`src/inc/monitor_regs_pkg.sv`:
```
// Constants for the monitor value and limit register bank.
// Assumes one 100 MHz clock domain and a 32-bit AXI4-Lite register bus.
//
// What this block does
// - Five read-only analog input three to seven results at 33h upward, reset 00h.
// - Eight read-only tach channel zero to seven results at 38h-3Fh, reset 00h.
// - Writable remote temp one high limit at 40h, reset 64h (100 C).
// - High limit 41h serves remote temp two or analog in nine; reset 64h.
// - Six writable supply high limits at 42h-47h, each resetting to FFh.
// - Writable remote temp one low limit at 48h, reset 80h.
// - Limits are writable and read back; measured values stay read-only.
`default_nettype none

package monitor_regs_pkg;

  ////////////////////////////////////////////////////////////////////////////////
  // Bus geometry. Register indices are word numbers; byte address is four times.
  localparam int ADDR_W = 12;
  localparam int INDEX_W = 10;
  localparam int INDEX_LSB = 2;
  localparam int DATA_W = 32;
  localparam int REG_W = 8;
  localparam logic [1:0] RESP_OKAY = 2'h0;
  localparam logic [1:0] RESP_SLVERR = 2'h2;

  ////////////////////////////////////////////////////////////////////////////////
  // Measured-value register indices.
  localparam logic [INDEX_W-1:0] IDX_ANALOG_IN3_RESULT = 10'h033;
  localparam logic [INDEX_W-1:0] IDX_ANALOG_IN4_RESULT = 10'h034;
  localparam logic [INDEX_W-1:0] IDX_ANALOG_IN5_RESULT = 10'h035;
  localparam logic [INDEX_W-1:0] IDX_ANALOG_IN6_RESULT = 10'h036;
  localparam logic [INDEX_W-1:0] IDX_ANALOG_IN7_RESULT = 10'h037;
  localparam logic [INDEX_W-1:0] IDX_TACH0_RESULT = 10'h038;
  localparam logic [INDEX_W-1:0] IDX_TACH1_RESULT = 10'h039;
  localparam logic [INDEX_W-1:0] IDX_TACH2_RESULT = 10'h03A;
  localparam logic [INDEX_W-1:0] IDX_TACH3_RESULT = 10'h03B;
  localparam logic [INDEX_W-1:0] IDX_TACH4_RESULT = 10'h03C;
  localparam logic [INDEX_W-1:0] IDX_TACH5_RESULT = 10'h03D;
  localparam logic [INDEX_W-1:0] IDX_TACH6_RESULT = 10'h03E;
  localparam logic [INDEX_W-1:0] IDX_TACH7_RESULT = 10'h03F;

  ////////////////////////////////////////////////////////////////////////////////
  // Limit register indices.
  localparam logic [INDEX_W-1:0] IDX_REMOTE_TEMP1_HIGH_LIMIT = 10'h040;
  localparam logic [INDEX_W-1:0] IDX_REMOTE_TEMP2_OR_IN9_HIGH_LIMIT = 10'h041;
  localparam logic [INDEX_W-1:0] IDX_STANDBY_3V3_HIGH_LIMIT = 10'h042;
  localparam logic [INDEX_W-1:0] IDX_MAIN_3V3_HIGH_LIMIT = 10'h043;
  localparam logic [INDEX_W-1:0] IDX_SUPPLY_5V_HIGH_LIMIT = 10'h044;
  localparam logic [INDEX_W-1:0] IDX_CORE_SUPPLY_HIGH_LIMIT = 10'h045;
  localparam logic [INDEX_W-1:0] IDX_SUPPLY_POS12_HIGH_LIMIT = 10'h046;
  localparam logic [INDEX_W-1:0] IDX_SUPPLY_NEG12_HIGH_LIMIT = 10'h047;
  localparam logic [INDEX_W-1:0] IDX_REMOTE_TEMP1_LOW_LIMIT = 10'h048;

  ////////////////////////////////////////////////////////////////////////////////
  // Control and interrupt register indices.
  localparam logic [INDEX_W-1:0] IDX_FUNCTION_CONFIG = 10'h070;
  localparam logic [INDEX_W-1:0] IDX_EVENT_STATUS = 10'h071;
  localparam logic [INDEX_W-1:0] IDX_EVENT_CLEAR = 10'h072;
  localparam logic [INDEX_W-1:0] IDX_EVENT_ENABLE = 10'h073;

  ////////////////////////////////////////////////////////////////////////////////
  // Slot counts, field positions and reset values.
  localparam int NUM_ANALOG = 5;
  localparam int NUM_RESULTS = 13;
  localparam int NUM_LIMITS = 9;
  localparam int NUM_EVENTS = 4;
  localparam int CH_W = 4;
  localparam int CFG_SEL_IN9_BIT = 0;
  localparam int EV_ANALOG_UPDATE = 0;
  localparam int EV_TACH_UPDATE = 1;
  localparam int EV_READ_ONLY_WRITE = 2;
  localparam int EV_LIMIT_WRITE = 3;
  localparam logic [REG_W-1:0] RESULT_RESET = 8'h00;
  localparam logic [REG_W-1:0] REMOTE_HIGH_RESET = 8'h64;
  localparam logic [REG_W-1:0] SUPPLY_HIGH_RESET = 8'hFF;
  localparam logic [REG_W-1:0] REMOTE_LOW_RESET = 8'h80;
  localparam logic [NUM_LIMITS-1:0][REG_W-1:0] LIMIT_RESET = {
    REMOTE_LOW_RESET,
    SUPPLY_HIGH_RESET, SUPPLY_HIGH_RESET, SUPPLY_HIGH_RESET,
    SUPPLY_HIGH_RESET, SUPPLY_HIGH_RESET, SUPPLY_HIGH_RESET,
    REMOTE_HIGH_RESET, REMOTE_HIGH_RESET
  };

endpackage

`default_nettype wire

```
`src/hw/monitor_value_limit_regs.sv`:
```
// Register bank of measured values and limits for the hardware monitor.
// Assumes conversion results arrive from logic on sys_clk, one per strobe,
// and that the AXI4-Lite master keeps one read and one write outstanding.
`default_nettype none

module monitor_value_limit_regs
  import monitor_regs_pkg::*;
(
  input wire logic sys_clk,
  input wire logic rst_n,
  // Conversion results from the sequencer on the same clock.
  input wire logic resultValid,
  input wire logic [CH_W-1:0] resultChannel,
  input wire logic [REG_W-1:0] resultData,
  // AXI4-Lite write address channel.
  input wire logic [ADDR_W-1:0] s_axi_awaddr,
  input wire logic [2:0] s_axi_awprot,
  input wire logic s_axi_awvalid,
  output logic s_axi_awready,
  // AXI4-Lite write data channel.
  input wire logic [DATA_W-1:0] s_axi_wdata,
  input wire logic [3:0] s_axi_wstrb,
  input wire logic s_axi_wvalid,
  output logic s_axi_wready,
  // AXI4-Lite write response channel.
  output logic [1:0] s_axi_bresp,
  output logic s_axi_bvalid,
  input wire logic s_axi_bready,
  // AXI4-Lite read address channel.
  input wire logic [ADDR_W-1:0] s_axi_araddr,
  input wire logic [2:0] s_axi_arprot,
  input wire logic s_axi_arvalid,
  output logic s_axi_arready,
  // AXI4-Lite read data channel.
  output logic [DATA_W-1:0] s_axi_rdata,
  output logic [1:0] s_axi_rresp,
  output logic s_axi_rvalid,
  input wire logic s_axi_rready,
  // Limits and mode toward the comparison logic, and the interrupt.
  output logic [NUM_LIMITS*REG_W-1:0] limitBus,
  output logic analogInNineSelected,
  output logic eventIrq
);

  ////////////////////////////////////////////////////////////////////////////////
  // Whole state of the block in one record.
  typedef struct packed {
    logic [NUM_RESULTS-1:0][REG_W-1:0] results;
    logic [NUM_LIMITS-1:0][REG_W-1:0] limits;
    logic selectInNine;
    logic [NUM_EVENTS-1:0] eventStatus;
    logic [NUM_EVENTS-1:0] eventEnable;
    logic irq;
    logic awHeld;
    logic [INDEX_W-1:0] awIndex;
    logic wHeld;
    logic [REG_W-1:0] wData;
    logic wLaneLow;
    logic awready;
    logic wready;
    logic bvalid;
    logic [1:0] bresp;
    logic arready;
    logic rvalid;
    logic [1:0] rresp;
    logic [DATA_W-1:0] rdata;
  } state_t;

  localparam state_t RESET_STATE = '{
    results: {NUM_RESULTS{RESULT_RESET}},
    limits: LIMIT_RESET,
    selectInNine: 1'b0,
    eventStatus: '0,
    eventEnable: '0,
    irq: 1'b0,
    awHeld: 1'b0,
    awIndex: '0,
    wHeld: 1'b0,
    wData: '0,
    wLaneLow: 1'b0,
    awready: 1'b1,
    wready: 1'b1,
    bvalid: 1'b0,
    bresp: RESP_OKAY,
    arready: 1'b1,
    rvalid: 1'b0,
    rresp: RESP_OKAY,
    rdata: '0
  };

  state_t cur;
  state_t next_state;

  ////////////////////////////////////////////////////////////////////////////////
  // Address classification shared by the read and the write path.
  function automatic logic isResult(input logic [INDEX_W-1:0] idx);
    return idx >= IDX_ANALOG_IN3_RESULT && idx <= IDX_TACH7_RESULT;
  endfunction

  function automatic logic isLimit(input logic [INDEX_W-1:0] idx);
    return idx >= IDX_REMOTE_TEMP1_HIGH_LIMIT && idx <= IDX_REMOTE_TEMP1_LOW_LIMIT;
  endfunction

  function automatic logic isControl(input logic [INDEX_W-1:0] idx);
    return idx >= IDX_FUNCTION_CONFIG && idx <= IDX_EVENT_ENABLE;
  endfunction

  // Read value of a word. The event clear register is write-only and reads zero.
  function automatic logic [DATA_W-1:0] readWord(input logic [INDEX_W-1:0] idx,
                                                 input state_t s);
    logic [INDEX_W-1:0] slot;
    logic [DATA_W-1:0] word;
    word = '0;
    slot = '0;
    if (isResult(idx)) begin
      slot = idx - IDX_ANALOG_IN3_RESULT;
      word[REG_W-1:0] = s.results[slot[3:0]];
    end else if (isLimit(idx)) begin
      slot = idx - IDX_REMOTE_TEMP1_HIGH_LIMIT;
      word[REG_W-1:0] = s.limits[slot[3:0]];
    end else if (idx == IDX_FUNCTION_CONFIG) begin
      word[CFG_SEL_IN9_BIT] = s.selectInNine;
    end else if (idx == IDX_EVENT_STATUS) begin
      word[NUM_EVENTS-1:0] = s.eventStatus;
    end else if (idx == IDX_EVENT_ENABLE) begin
      word[NUM_EVENTS-1:0] = s.eventEnable;
    end
    return word;
  endfunction

  ////////////////////////////////////////////////////////////////////////////////
  // Next-state logic: conversions, bus write, bus read and events.
  logic [NUM_EVENTS-1:0] eventSet;
  logic [NUM_EVENTS-1:0] eventClr;
  logic [INDEX_W-1:0] wrSlot;
  logic [INDEX_W-1:0] rdIndex;

  always_comb begin
    next_state = cur;
    eventSet = '0;
    eventClr = '0;
    wrSlot = '0;
    rdIndex = s_axi_araddr[ADDR_W-1:INDEX_LSB];

    // A result lands only in the slot of its own channel; others hold.
    if (resultValid) begin
      if (resultChannel < CH_W'(NUM_ANALOG)) begin
        next_state.results[resultChannel] = resultData;
        eventSet[EV_ANALOG_UPDATE] = 1'b1;
      end else if (resultChannel < CH_W'(NUM_RESULTS)) begin
        next_state.results[resultChannel] = resultData;
        eventSet[EV_TACH_UPDATE] = 1'b1;
      end
    end

    // Address and data are captured independently, in either order.
    if (s_axi_awvalid && cur.awready) begin
      next_state.awHeld = 1'b1;
      next_state.awIndex = s_axi_awaddr[ADDR_W-1:INDEX_LSB];
    end
    if (s_axi_wvalid && cur.wready) begin
      next_state.wHeld = 1'b1;
      next_state.wData = s_axi_wdata[REG_W-1:0];
      next_state.wLaneLow = s_axi_wstrb[0];
    end

    // Once both halves are held the write is performed and answered.
    if (cur.awHeld && cur.wHeld && !cur.bvalid) begin
      next_state.awHeld = 1'b0;
      next_state.wHeld = 1'b0;
      next_state.bvalid = 1'b1;
      next_state.bresp = RESP_OKAY;
      if (isResult(cur.awIndex)) begin
        // Measured values keep their contents; the attempt is only flagged.
        eventSet[EV_READ_ONLY_WRITE] = 1'b1;
      end else if (isLimit(cur.awIndex)) begin
        wrSlot = cur.awIndex - IDX_REMOTE_TEMP1_HIGH_LIMIT;
        if (cur.wLaneLow) begin
          next_state.limits[wrSlot[3:0]] = cur.wData;
          eventSet[EV_LIMIT_WRITE] = 1'b1;
        end
      end else if (isControl(cur.awIndex)) begin
        if (cur.wLaneLow) begin
          case (cur.awIndex)
            IDX_FUNCTION_CONFIG: begin
              next_state.selectInNine = cur.wData[CFG_SEL_IN9_BIT];
            end
            IDX_EVENT_CLEAR: begin
              eventClr = cur.wData[NUM_EVENTS-1:0];
            end
            IDX_EVENT_ENABLE: begin
              next_state.eventEnable = cur.wData[NUM_EVENTS-1:0];
            end
            default: begin
              next_state.bresp = RESP_OKAY; // Status is read-only; write dropped.
            end
          endcase
        end
      end else begin
        next_state.bresp = RESP_SLVERR;
      end
    end
    if (cur.bvalid && s_axi_bready) begin
      next_state.bvalid = 1'b0;
    end

    // Read answers at the same edge that takes the address.
    if (cur.rvalid && s_axi_rready) begin
      next_state.rvalid = 1'b0;
    end
    if (s_axi_arvalid && cur.arready) begin
      next_state.rvalid = 1'b1;
      next_state.rdata = readWord(rdIndex, cur);
      if (isResult(rdIndex) || isLimit(rdIndex) || isControl(rdIndex)) begin
        next_state.rresp = RESP_OKAY;
      end else begin
        next_state.rresp = RESP_SLVERR;
      end
    end

    // Ready is withheld while a half is held or an answer is pending,
    // which keeps at most one write and one read in flight.
    next_state.awready = !next_state.awHeld && !next_state.bvalid;
    next_state.wready = !next_state.wHeld && !next_state.bvalid;
    next_state.arready = !next_state.rvalid;

    // A new event in the same cycle as its clear survives the clear.
    next_state.eventStatus = (cur.eventStatus & ~eventClr) | eventSet;
    next_state.irq = |(next_state.eventStatus & next_state.eventEnable);
  end

  ////////////////////////////////////////////////////////////////////////////////
  // State register with synchronous reset to the power-on values.
  always_ff @(posedge sys_clk) begin
    if (!rst_n) begin
      cur <= RESET_STATE;
    end else begin
      cur <= next_state;
    end
  end

  ////////////////////////////////////////////////////////////////////////////////
  // Outputs come straight from the state register.
  assign s_axi_awready = cur.awready;
  assign s_axi_wready = cur.wready;
  assign s_axi_bvalid = cur.bvalid;
  assign s_axi_bresp = cur.bresp;
  assign s_axi_arready = cur.arready;
  assign s_axi_rvalid = cur.rvalid;
  assign s_axi_rdata = cur.rdata;
  assign s_axi_rresp = cur.rresp;
  assign limitBus = cur.limits;
  assign analogInNineSelected = cur.selectInNine;
  assign eventIrq = cur.irq;

endmodule

`default_nettype wire

```
`config.mk`:
```
export PLATFORM = sky130hd
export DESIGN_NAME = monitor_value_limit_regs
export DESIGN_NICKNAME = d
export VERILOG_FILES = /design/src/inc/monitor_regs_pkg.sv /design/src/hw/monitor_value_limit_regs.sv
export SDC_FILE = /design/constraint.sdc
export NUM_CORES = 1
export LEC_CHECK = 0
export BUFFER_PORTS_ARGS = -buffer_cell sky130_fd_sc_hd__buf_2
export CAP_MARGIN = 10
export CORE_AREA = 2 2 195 197
export DETAILED_ROUTE_END_ITERATION = 10
export DIE_AREA = 0 0 197 199
export GPL_ROUTABILITY_DRIVEN = 0
export MAX_ROUTING_LAYER = met4
export PLACE_DENSITY = 0.51
export SYNTH_ARGS = -nofsm -noshare
export SYNTH_HDL_FRONTEND = slang
export SYNTH_SLANG_ARGS = --single-unit
```
`constraint.sdc`:
```
create_clock -name sys_clk -period 4.5 [get_ports sys_clk]
set_input_delay 0.225 -clock sys_clk [delete_from_list [all_inputs] [get_ports sys_clk]]
set_output_delay 0.225 -clock sys_clk [all_outputs]
set_load 0.01 [all_outputs]
```
# After elaboration in Yosys (flattened, before gate mapping)
# Index checks and enable logic that the tools add are counted.
# classes
mux,52
n_bitwise,6
magnitude_cmp,20
add_sub_neg,3
n_eq_ne,6
n_reduce_logical,29
# op_table
operator,count
$mux 104,2
$bwmux 104,1
$bwmux 72,1
$bmux 8 s4,2
$demux 8 s4,2
$mux 4,16
$eq 10x7->1 const B,6
$ge 10x7->1 const B,4
$le 10x7->1 const B,4
$mux 8,5
$mux 35,1
$ge 10x6->1 const B,2
$le 10x6->1 const B,2
$lt 4x5->1 const B,4
$logic_and 1x1->1,17
$mux 1,12
$mux 2,6
$mux 11,1
$mux 10,1
$and 4x4->4,2
$ge 4x1->1 const B,2
$sub 4x1->4 const B,2
$mux 3,2
$reduce_and 6->1,1
other kinds (12),18
# totals
out_inout_bits,115
ff_bits,224
in_bits,86

# Longest topological paths before layout
# Gate-level depths: netlist of run 1.
# logic_depth
word_depth,12
mapped_depth,12
mapped_depth_nobuf,7

# Worst setup path after synthesis of run 1
# OpenSTA, ideal clock, no wires.
# synth_timing
kind,input port to flip-flop
start,in s_axi_araddr[2]
end,reg cur (netlist bit s_axi_rdata[2])
path_slack_ps,1889
setup_ps,120
arrival_ps,2491
path_buffers,5
cell_stages,11
path_cell_list,buf_2 > buf_4 > buf_6 > inv_1 > ha_1 > clkbuf_1 > clkbuf_1 > mux4_2 > mux2i_1 > o22ai_1 > o31a_1
# synth_between
elab_chain_len,6
word_cells_on_any_way,20
classes_between,add/sub: 2; order compare: 4; eq/ne: 3; mux: 9; reduce/logical: 2
# synth_lines
element,line,source
"start, declared",monitor_value_limit_regs.sv:30,"input wire logic [ADDR_W-1:0] s_axi_araddr,"
"parallel branches: the longest is 5 deep, another holds $sub 4x1->4",--,
$mux 8 *,monitor_value_limit_regs.sv:115,if (isResult(idx)) begin
"end signal, assigned",monitor_value_limit_regs.sv:238,cur <= next_state;
"end, declared",monitor_value_limit_regs.sv:91,state_t cur;
# Every way passes the cells marked *. The select of a mux whose other input is x is not followed.
# A chain may end at the register's enable or synchronous reset.

# Final worst setup path of run 1
# layout_timing
start,reg cur[58] (netlist bit)
end,reg cur (netlist bit limitBus[6])
# layout_between
elab_chain_len,4
word_cells_on_any_way,8
classes_between,order compare: 4; bitwise: 1; reduce/logical: 3
# layout_lines
element,line,source
$ge 10x6->1 or $le 10x6->1 (tied branches),monitor_value_limit_regs.sv:97,return idx >= IDX_ANALOG_IN3_RESULT && idx <= IDX_TACH7_RESULT;
$logic_and 1x1->1,monitor_value_limit_regs.sv:97,
$not 1->1 (no source line),--,
$reduce_and 4->1 (no source line) *,--,
# Mark *: on every way between the ends. The rest lies on a longest branch, timed or not.

==> results of run 1 <==
-- final cells by class --
type / instances / area [um2] / area share
multi-input cells: 759 / 5490 / 0.442
flip-flops and latches: 222 / 4440 / 0.357
repair buffers: 165 / 971 / 0.0781
clock buffers: 39 / 759 / 0.0611
well taps: 474 / 593 / 0.0477
clock inverters: 8 / 151 / 0.0122
inverters: 6 / 22.5 / 0.00181
diodes: 1 / 2.50 / 0.000201
-- cells in the final DEF (no fill, tap or decap), types with 8 or more instances in the layout --
cell,n
nand2_1,134
dfxtp_1,222
nor3_1,8
mux2i_1,133
a21boi_0,34
nand3_1,65
conb_1,26
o31a_1,10
o21ai_0,55
mux4_2,39
nor2_1,25
dlygate4sd3_1,19
buf_2,136
a21oi_1,11
clkbuf_16,26
buf_4,8
nor2b_1,124
-- logic make-up (layout without fill, tap and decap cells) --
logic type | Yosys count | in the layout | share of synthesized area
buffers and inverters | 195 | 218 | 0.106
adders and majority gates | 3 | 3 | 0.00341
DFF | 222 | 222 | 0.404
and+or+nand+nor | 411 | 411 | 0.196
other | 1 | 27 | 0.000341
xor gates and xnor gates | 5 | 5 | 0.00466
AOI/OAI and AO/OA | 141 | 141 | 0.0833
muxes | 173 | 173 | 0.202
-- what timing repair did --
item | 4_1_cts | 5_1_grt
buffers inserted | 0 | 0
hold endpoints to repair | 19 | 0
hold buffers | 19 | 0
-- state kept, by name (all words and copies together), names as in the netlist --
| name | cells |
|---|---|
| cur | 133 |
| limitBus | 72 |
| s_axi_rdata | 8 |
| analogInNineSelected | 1 |
| eventIrq | 1 |
| s_axi_arready | 1 |
| s_axi_awready | 1 |
| s_axi_bresp | 1 |
| s_axi_bvalid | 1 |
| s_axi_rresp | 1 |
| s_axi_rvalid | 1 |
| s_axi_wready | 1 |
-- worst max-delay path, delay by kind of cell (launching register included) --
kind / cells / cell delay [ps]
flip-flops: 1 / 350
multiplexers: 1 / 290
AND/OR/NAND/NOR: 4 / 2060
-- routing by layer --
metal  global-route usage  up-vias  wire length (um)
met5                    -        -                 0
met4               0.0412        0               607
met3               0.0234       38              1570
met2                0.247      228             14100
met1                0.220     3890             14900
li1                     -     3916                 -
-- through the flow --
step | setup WS (ps) | utilization
6_report | 1640 | 0.335
5_1_grt | 1500 | 0.335
4_1_cts | 1700 | 0.335
3_5_place_dp | 1430 | 0.305
3_3_place_gp | 1450 | 0.305
2_1_floorplan | 1890 | -
-- worst min-delay path by stage --
| stage | from | to | slack [ps] | cells past startpoint |
|---|---|---|---|---|
| after global placement | cur[41]$_SDFFE_PN0P_ | cur[41]$_SDFFE_PN0P_ | 450 | 2 |
| after global routing | s_axi_rready | s_axi_rvalid$_SDFF_PN0_ | 30 | 3 |
| final | s_axi_rready | s_axi_rvalid$_SDFF_PN0_ | 30 | 3 |
| after CTS | s_axi_rready | s_axi_rvalid$_SDFF_PN0_ | 20 | 3 |
| after floorplan | s_axi_wdata[3] | cur[45]$_SDFFE_PN0P_ | 370 | 2 |
| after detailed placement | cur[41]$_SDFFE_PN0P_ | cur[41]$_SDFFE_PN0P_ | 460 | 2 |
-- power breakdown --
part	leakage [nW]	internal, mW	total, mW	switching [mW]
registers	1.80	2.00	2.05	0.0472
logic	2.47	0.142	0.352	0.210
clock network	0.447	1.39	2.24	0.847
total	4.71	3.53	4.64	1.10
==> metrics.yaml, run 1 <==
outcome:
  status: "finished, final reports clean"
worst_setup_path:
  cp_max_fo: 28
  r2r_end: "limitBus[6]$_SDFFE_PN1P_"
  worst-endpoint-required_ps: 4900
  path_cells: "nor4b_4 -> nand4_2 -> nand2b_1 -> mux2i_1 -> nand2_1"
  startpoint_type: "register"
  r2r_slack_ps: 1640
  reg2reg_depth: 5
  path_class: "register to register"
  startpoint: "cur[58]$_SDFFE_PN0P_"
  crit_slowest_cell: "nand2b_1"
  cp-end-kind: "register"
  critPathMaxStageDelay_ps: 750
  crit_path_end: "limitBus[6]$_SDFFE_PN1P_"
  r2r_start: "cur[58]$_SDFFE_PN0P_"
  critical_path_arrival_ps: 3260
global_route:
  overflow: 0
  grt_max_degree: 119
  grt_pass1_vias: 7774
  antenna_found_initial: 1
  grt_pass1_wl_um: 47300
  grtUsageTotal: 0.160
clocking:
  cts-root-buf: "clkbuf_16"
  cts_buffer_depth: 3
  clk_pin_slew_worst_paths_ps: 60
  cts_resized: 0
  cts_buffers: 26
  clock_sinks: 222
  htreeDepth: 1
  clock_latency_ps: 540
  cts_tree: "yes"
drt:
  wl_per_cell_um: 18.6
  drt-total-wl_um: 31200
  via_per_inst: 4.82
  first_iter_violations: 434
  drc: 0
  firstDrtPassIters: 5
  via_count: 8072
  postRouteAntennaNets: 0
pwr:
  power_density_mw_per_mm2: 373
  ir_worst_vdd_mv: 0.258
  power.leakage_nw: 4.71
  finalPower_mw: 4.64
synth:
  yosysTopAreaCell: "dfxtp_1"
  async_flop_share: 0
  synth_top_area_share: 0.404
  synth-seq-cells: 222
  ys_seq_area_frac: 0.404
  synth_ff_type: "dfxtp_1"
  yosysMostFrequentCell: "dfxtp_1"
  yosys-top-cells-area: "dfxtp_1, mux2i_1, mux4_2"
  synth_edf_count: 0
  syn_inst: 1151
  avgSynthCellArea_um2: 9.56
  yosysWarningCount: 0
  synth_top_cells_by_count: "dfxtp_1, nand2_1, mux2i_1"
  ys_types: 63
  syn_area_mm2: 0.0110
floorplanning:
  dieHeight_um: 199
  initial_core_util: 0.296
  fp.dieW_um: 197
  ioPinCount: 201
  core_area_mm2: 0.0371
  die_area_mm2: 0.0392
  rows: 71
timing:
  worst_clock_skew_ps: 19.0
  min_period_ps: 2860
  fin_setup_tns_ps: 0
  fin_crit_sh: 0.634
  tightest_slew_ps: 986
  maxSlewHeadroom: 0.336
  slew_viol_final: 0
  finalSetupViolations: 0
  fmax_ghz: 0.350
  final-hold-violation-count: 0
  holdWs_ps: 30.3
  rsz0062_at_grt: "false"
placement:
  io_buffers: 137
  dpl_cell_area_mm2: 0.0113
  hpwl_um: 21700
  dp.cells: 1607
cells_and_area:
  fin_cells: 1674
  n_fill_cell: 3848
  drive_above_1_share: 0.204
  finalInstanceArea_mm2: 0.0124
  areaGrowthSynthToFinish_pct: 13.0
  fin_nets: 1269
min_path:
  hp-class: "input port to register"
flow_run:
  cap_violations: 0
Power figures use the tool's default switching activity.
==> run 2: changes to the inputs <==
- PLACE_DENSITY: 0.51 -> 0.53
- clock period: 4.5 -> 2.45 ns (I/O delays scaled with it)
==> metrics.yaml, run 2 (synthesized netlist as in run 1, its figures left out) <==
outcome:
  status: "finished, final reports clean"
worst_setup_path:
  path_class: "register to register"
  cp_max_fo: 7
  path_cells: "nor4b_4 -> and4_1 -> mux2i_1 -> o22ai_1 -> o31a_1"
  crit_slowest_cell: "nor4b_4"
  r2r_slack_ps: 320
  r2r_end: "eventIrq$_SDFF_PN0_"
  critPathMaxStageDelay_ps: 540
  r2r_start: "cur[58]$_SDFFE_PN0P_"
  reg2reg_depth: 5
  cp-end-kind: "register"
  critical_path_arrival_ps: 2570
  worst-endpoint-required_ps: 2890
  startpoint_type: "register"
clocking:
  htreeDepth: 1
  cts-root-buf: "clkbuf_16"
  cts_resized: 0
  cts_buffers: 27
  clock_latency_ps: 560
  cts_buffer_depth: 3
  cts_tree: "yes"
  clock_sinks: 222
  clk_pin_slew_worst_paths_ps: 60
floorplanning:
  rows: 71
  fp.dieW_um: 197
  ioPinCount: 201
  dieHeight_um: 199
  core_area_mm2: 0.0371
  initial_core_util: 0.296
  die_area_mm2: 0.0392
cells_and_area:
  largest_register_ffs: 133
  fin_nets: 1301
  layout_commonest_cell: "dfxtp_1"
  drive_above_1_share: 0.219
  utilization: 0.344
  final_cell_mix: "dfxtp_1, buf_2, nand2_1, mux2i_1, nor2b_1"
  areaGrowthSynthToFinish_pct: 16.0
  diodes: 0
  regMostFlops: "cur"
timing:
  fin_setup_tns_ps: 0
  finalSetupViolations: 0
  worst_clock_skew_ps: 21.8
  min_period_ps: 2130
  fmax_ghz: 0.470
  holdWs_ps: 48.5
  tightest_slew_ps: 736
  final-hold-violation-count: 0
  rsz0062_at_grt: "false"
  fin_crit_sh: 0.868
  fin_ws_ps: 322
  maxSlewHeadroom: 0.497
  slew_viol_final: 0
drt:
  postRouteAntennaNets: 0
  wl_per_cell_um: 18.3
  via_count: 8228
  first_iter_violations: 568
  via_per_inst: 4.82
  drc: 0
  firstDrtPassIters: 4
  drt-total-wl_um: 31300
min_path:
  hold_depth: 3
  hold-path-endpoint: "cur[68]$_SDFF_PN0_"
  min_from: "resultValid"
  hp-class: "input port to register"
global_route:
  grt_pass1_vias: 7877
  overflow: 0
  grtUsageTotal: 0.162
  grt_max_degree: 107
  grt_pass1_wl_um: 47600
  antenna_found_initial: 0
pwr:
  ir_worst_vdd_mv: 0.467
  power.leakage_nw: 4.89
  power_density_mw_per_mm2: 682
placement:
  dp_worst_setup_slack_ps: 287
  io_buffers: 137
  hpwl_um: 21900
flow_run:
  cap_violations: 0
[run 2: how the worst max path moves through the flow]
stage | from | endpoint | slack (ps) | depth (start not counted)
after detailed placement | s_axi_araddr[2] | s_axi_rdata[2]$_SDFFE_PN0P_ | 290 | 9
after global placement | s_axi_araddr[2] | s_axi_rdata[2]$_SDFFE_PN0P_ | 320 | 9
after floorplan | s_axi_araddr[2] | s_axi_rdata[2]$_SDFFE_PN0P_ | 80 | 11
final | cur[58]$_SDFFE_PN0P_ | eventIrq$_SDFF_PN0_ | 320 | 5
after global routing | cur[58]$_SDFFE_PN0P_ | limitBus[12]$_SDFFE_PN0P_ | 140 | 6
after CTS | cur[58]$_SDFFE_PN0P_ | eventIrq$_SDFF_PN0_ | 340 | 5
[run 2: area by class of cell]
| cell class | instances | area, um2 |
|---|---|---|
| Sequential cell | 222 | 4440 |
| Inverter | 6 | 22.5 |
| Tap cell | 474 | 593 |
| Clock buffer | 38 | 797 |
| Timing Repair Buffer | 196 | 1260 |
| Clock inverter | 12 | 171 |
| Fill cell | 3795 | 24400 |
| Multi-Input combinational cell | 759 | 5490 |
[run 2: where the power goes]
part | switching [mW] | internal (mW) | total (mW)
Combinational | 0.398 | 0.289 | 0.687
Sequential | 0.0827 | 3.67 | 3.76
Clock | 1.66 | 2.61 | 4.27
Total | 2.14 | 6.57 | 8.71
[run 2: per-layer routing]
metal	vias up	track usage	share of wire
met5	-	-	0
met4	0	0.0454	0.022
met3	42	0.0183	0.049
met2	226	0.244	0.45
met1	3967	0.230	0.48
li1	3993	-	-
[run 2: what timing repair did]
| action | in CTS | in global routing |
|---|---|---|
| setup buffers | 0 | 0 |
| hold buffers | 30 | 0 |
| hold endpoints to repair | 94 | 0 |
[run 2: worst max-delay path, delay by kind of cell (launching register included)]
kind,cells,cell delay (ps)
AOI/OAI and AO/OA,2,400
DFF,1,340
muxes,1,280
and+or+nand+nor,2,990
[run 2: per-stage QoR]
step | total power [mW] | cells | instance area [um2]
after floorplan | 4.27 | 1176 | 11100
after global placement | 4.48 | 1627 | 11500
after detailed placement | 4.49 | 1627 | 11500
after CTS | 8.82 | 1707 | 12800
after global routing | 9.03 | 1707 | 12800
final | 8.71 | 1707 | 12800
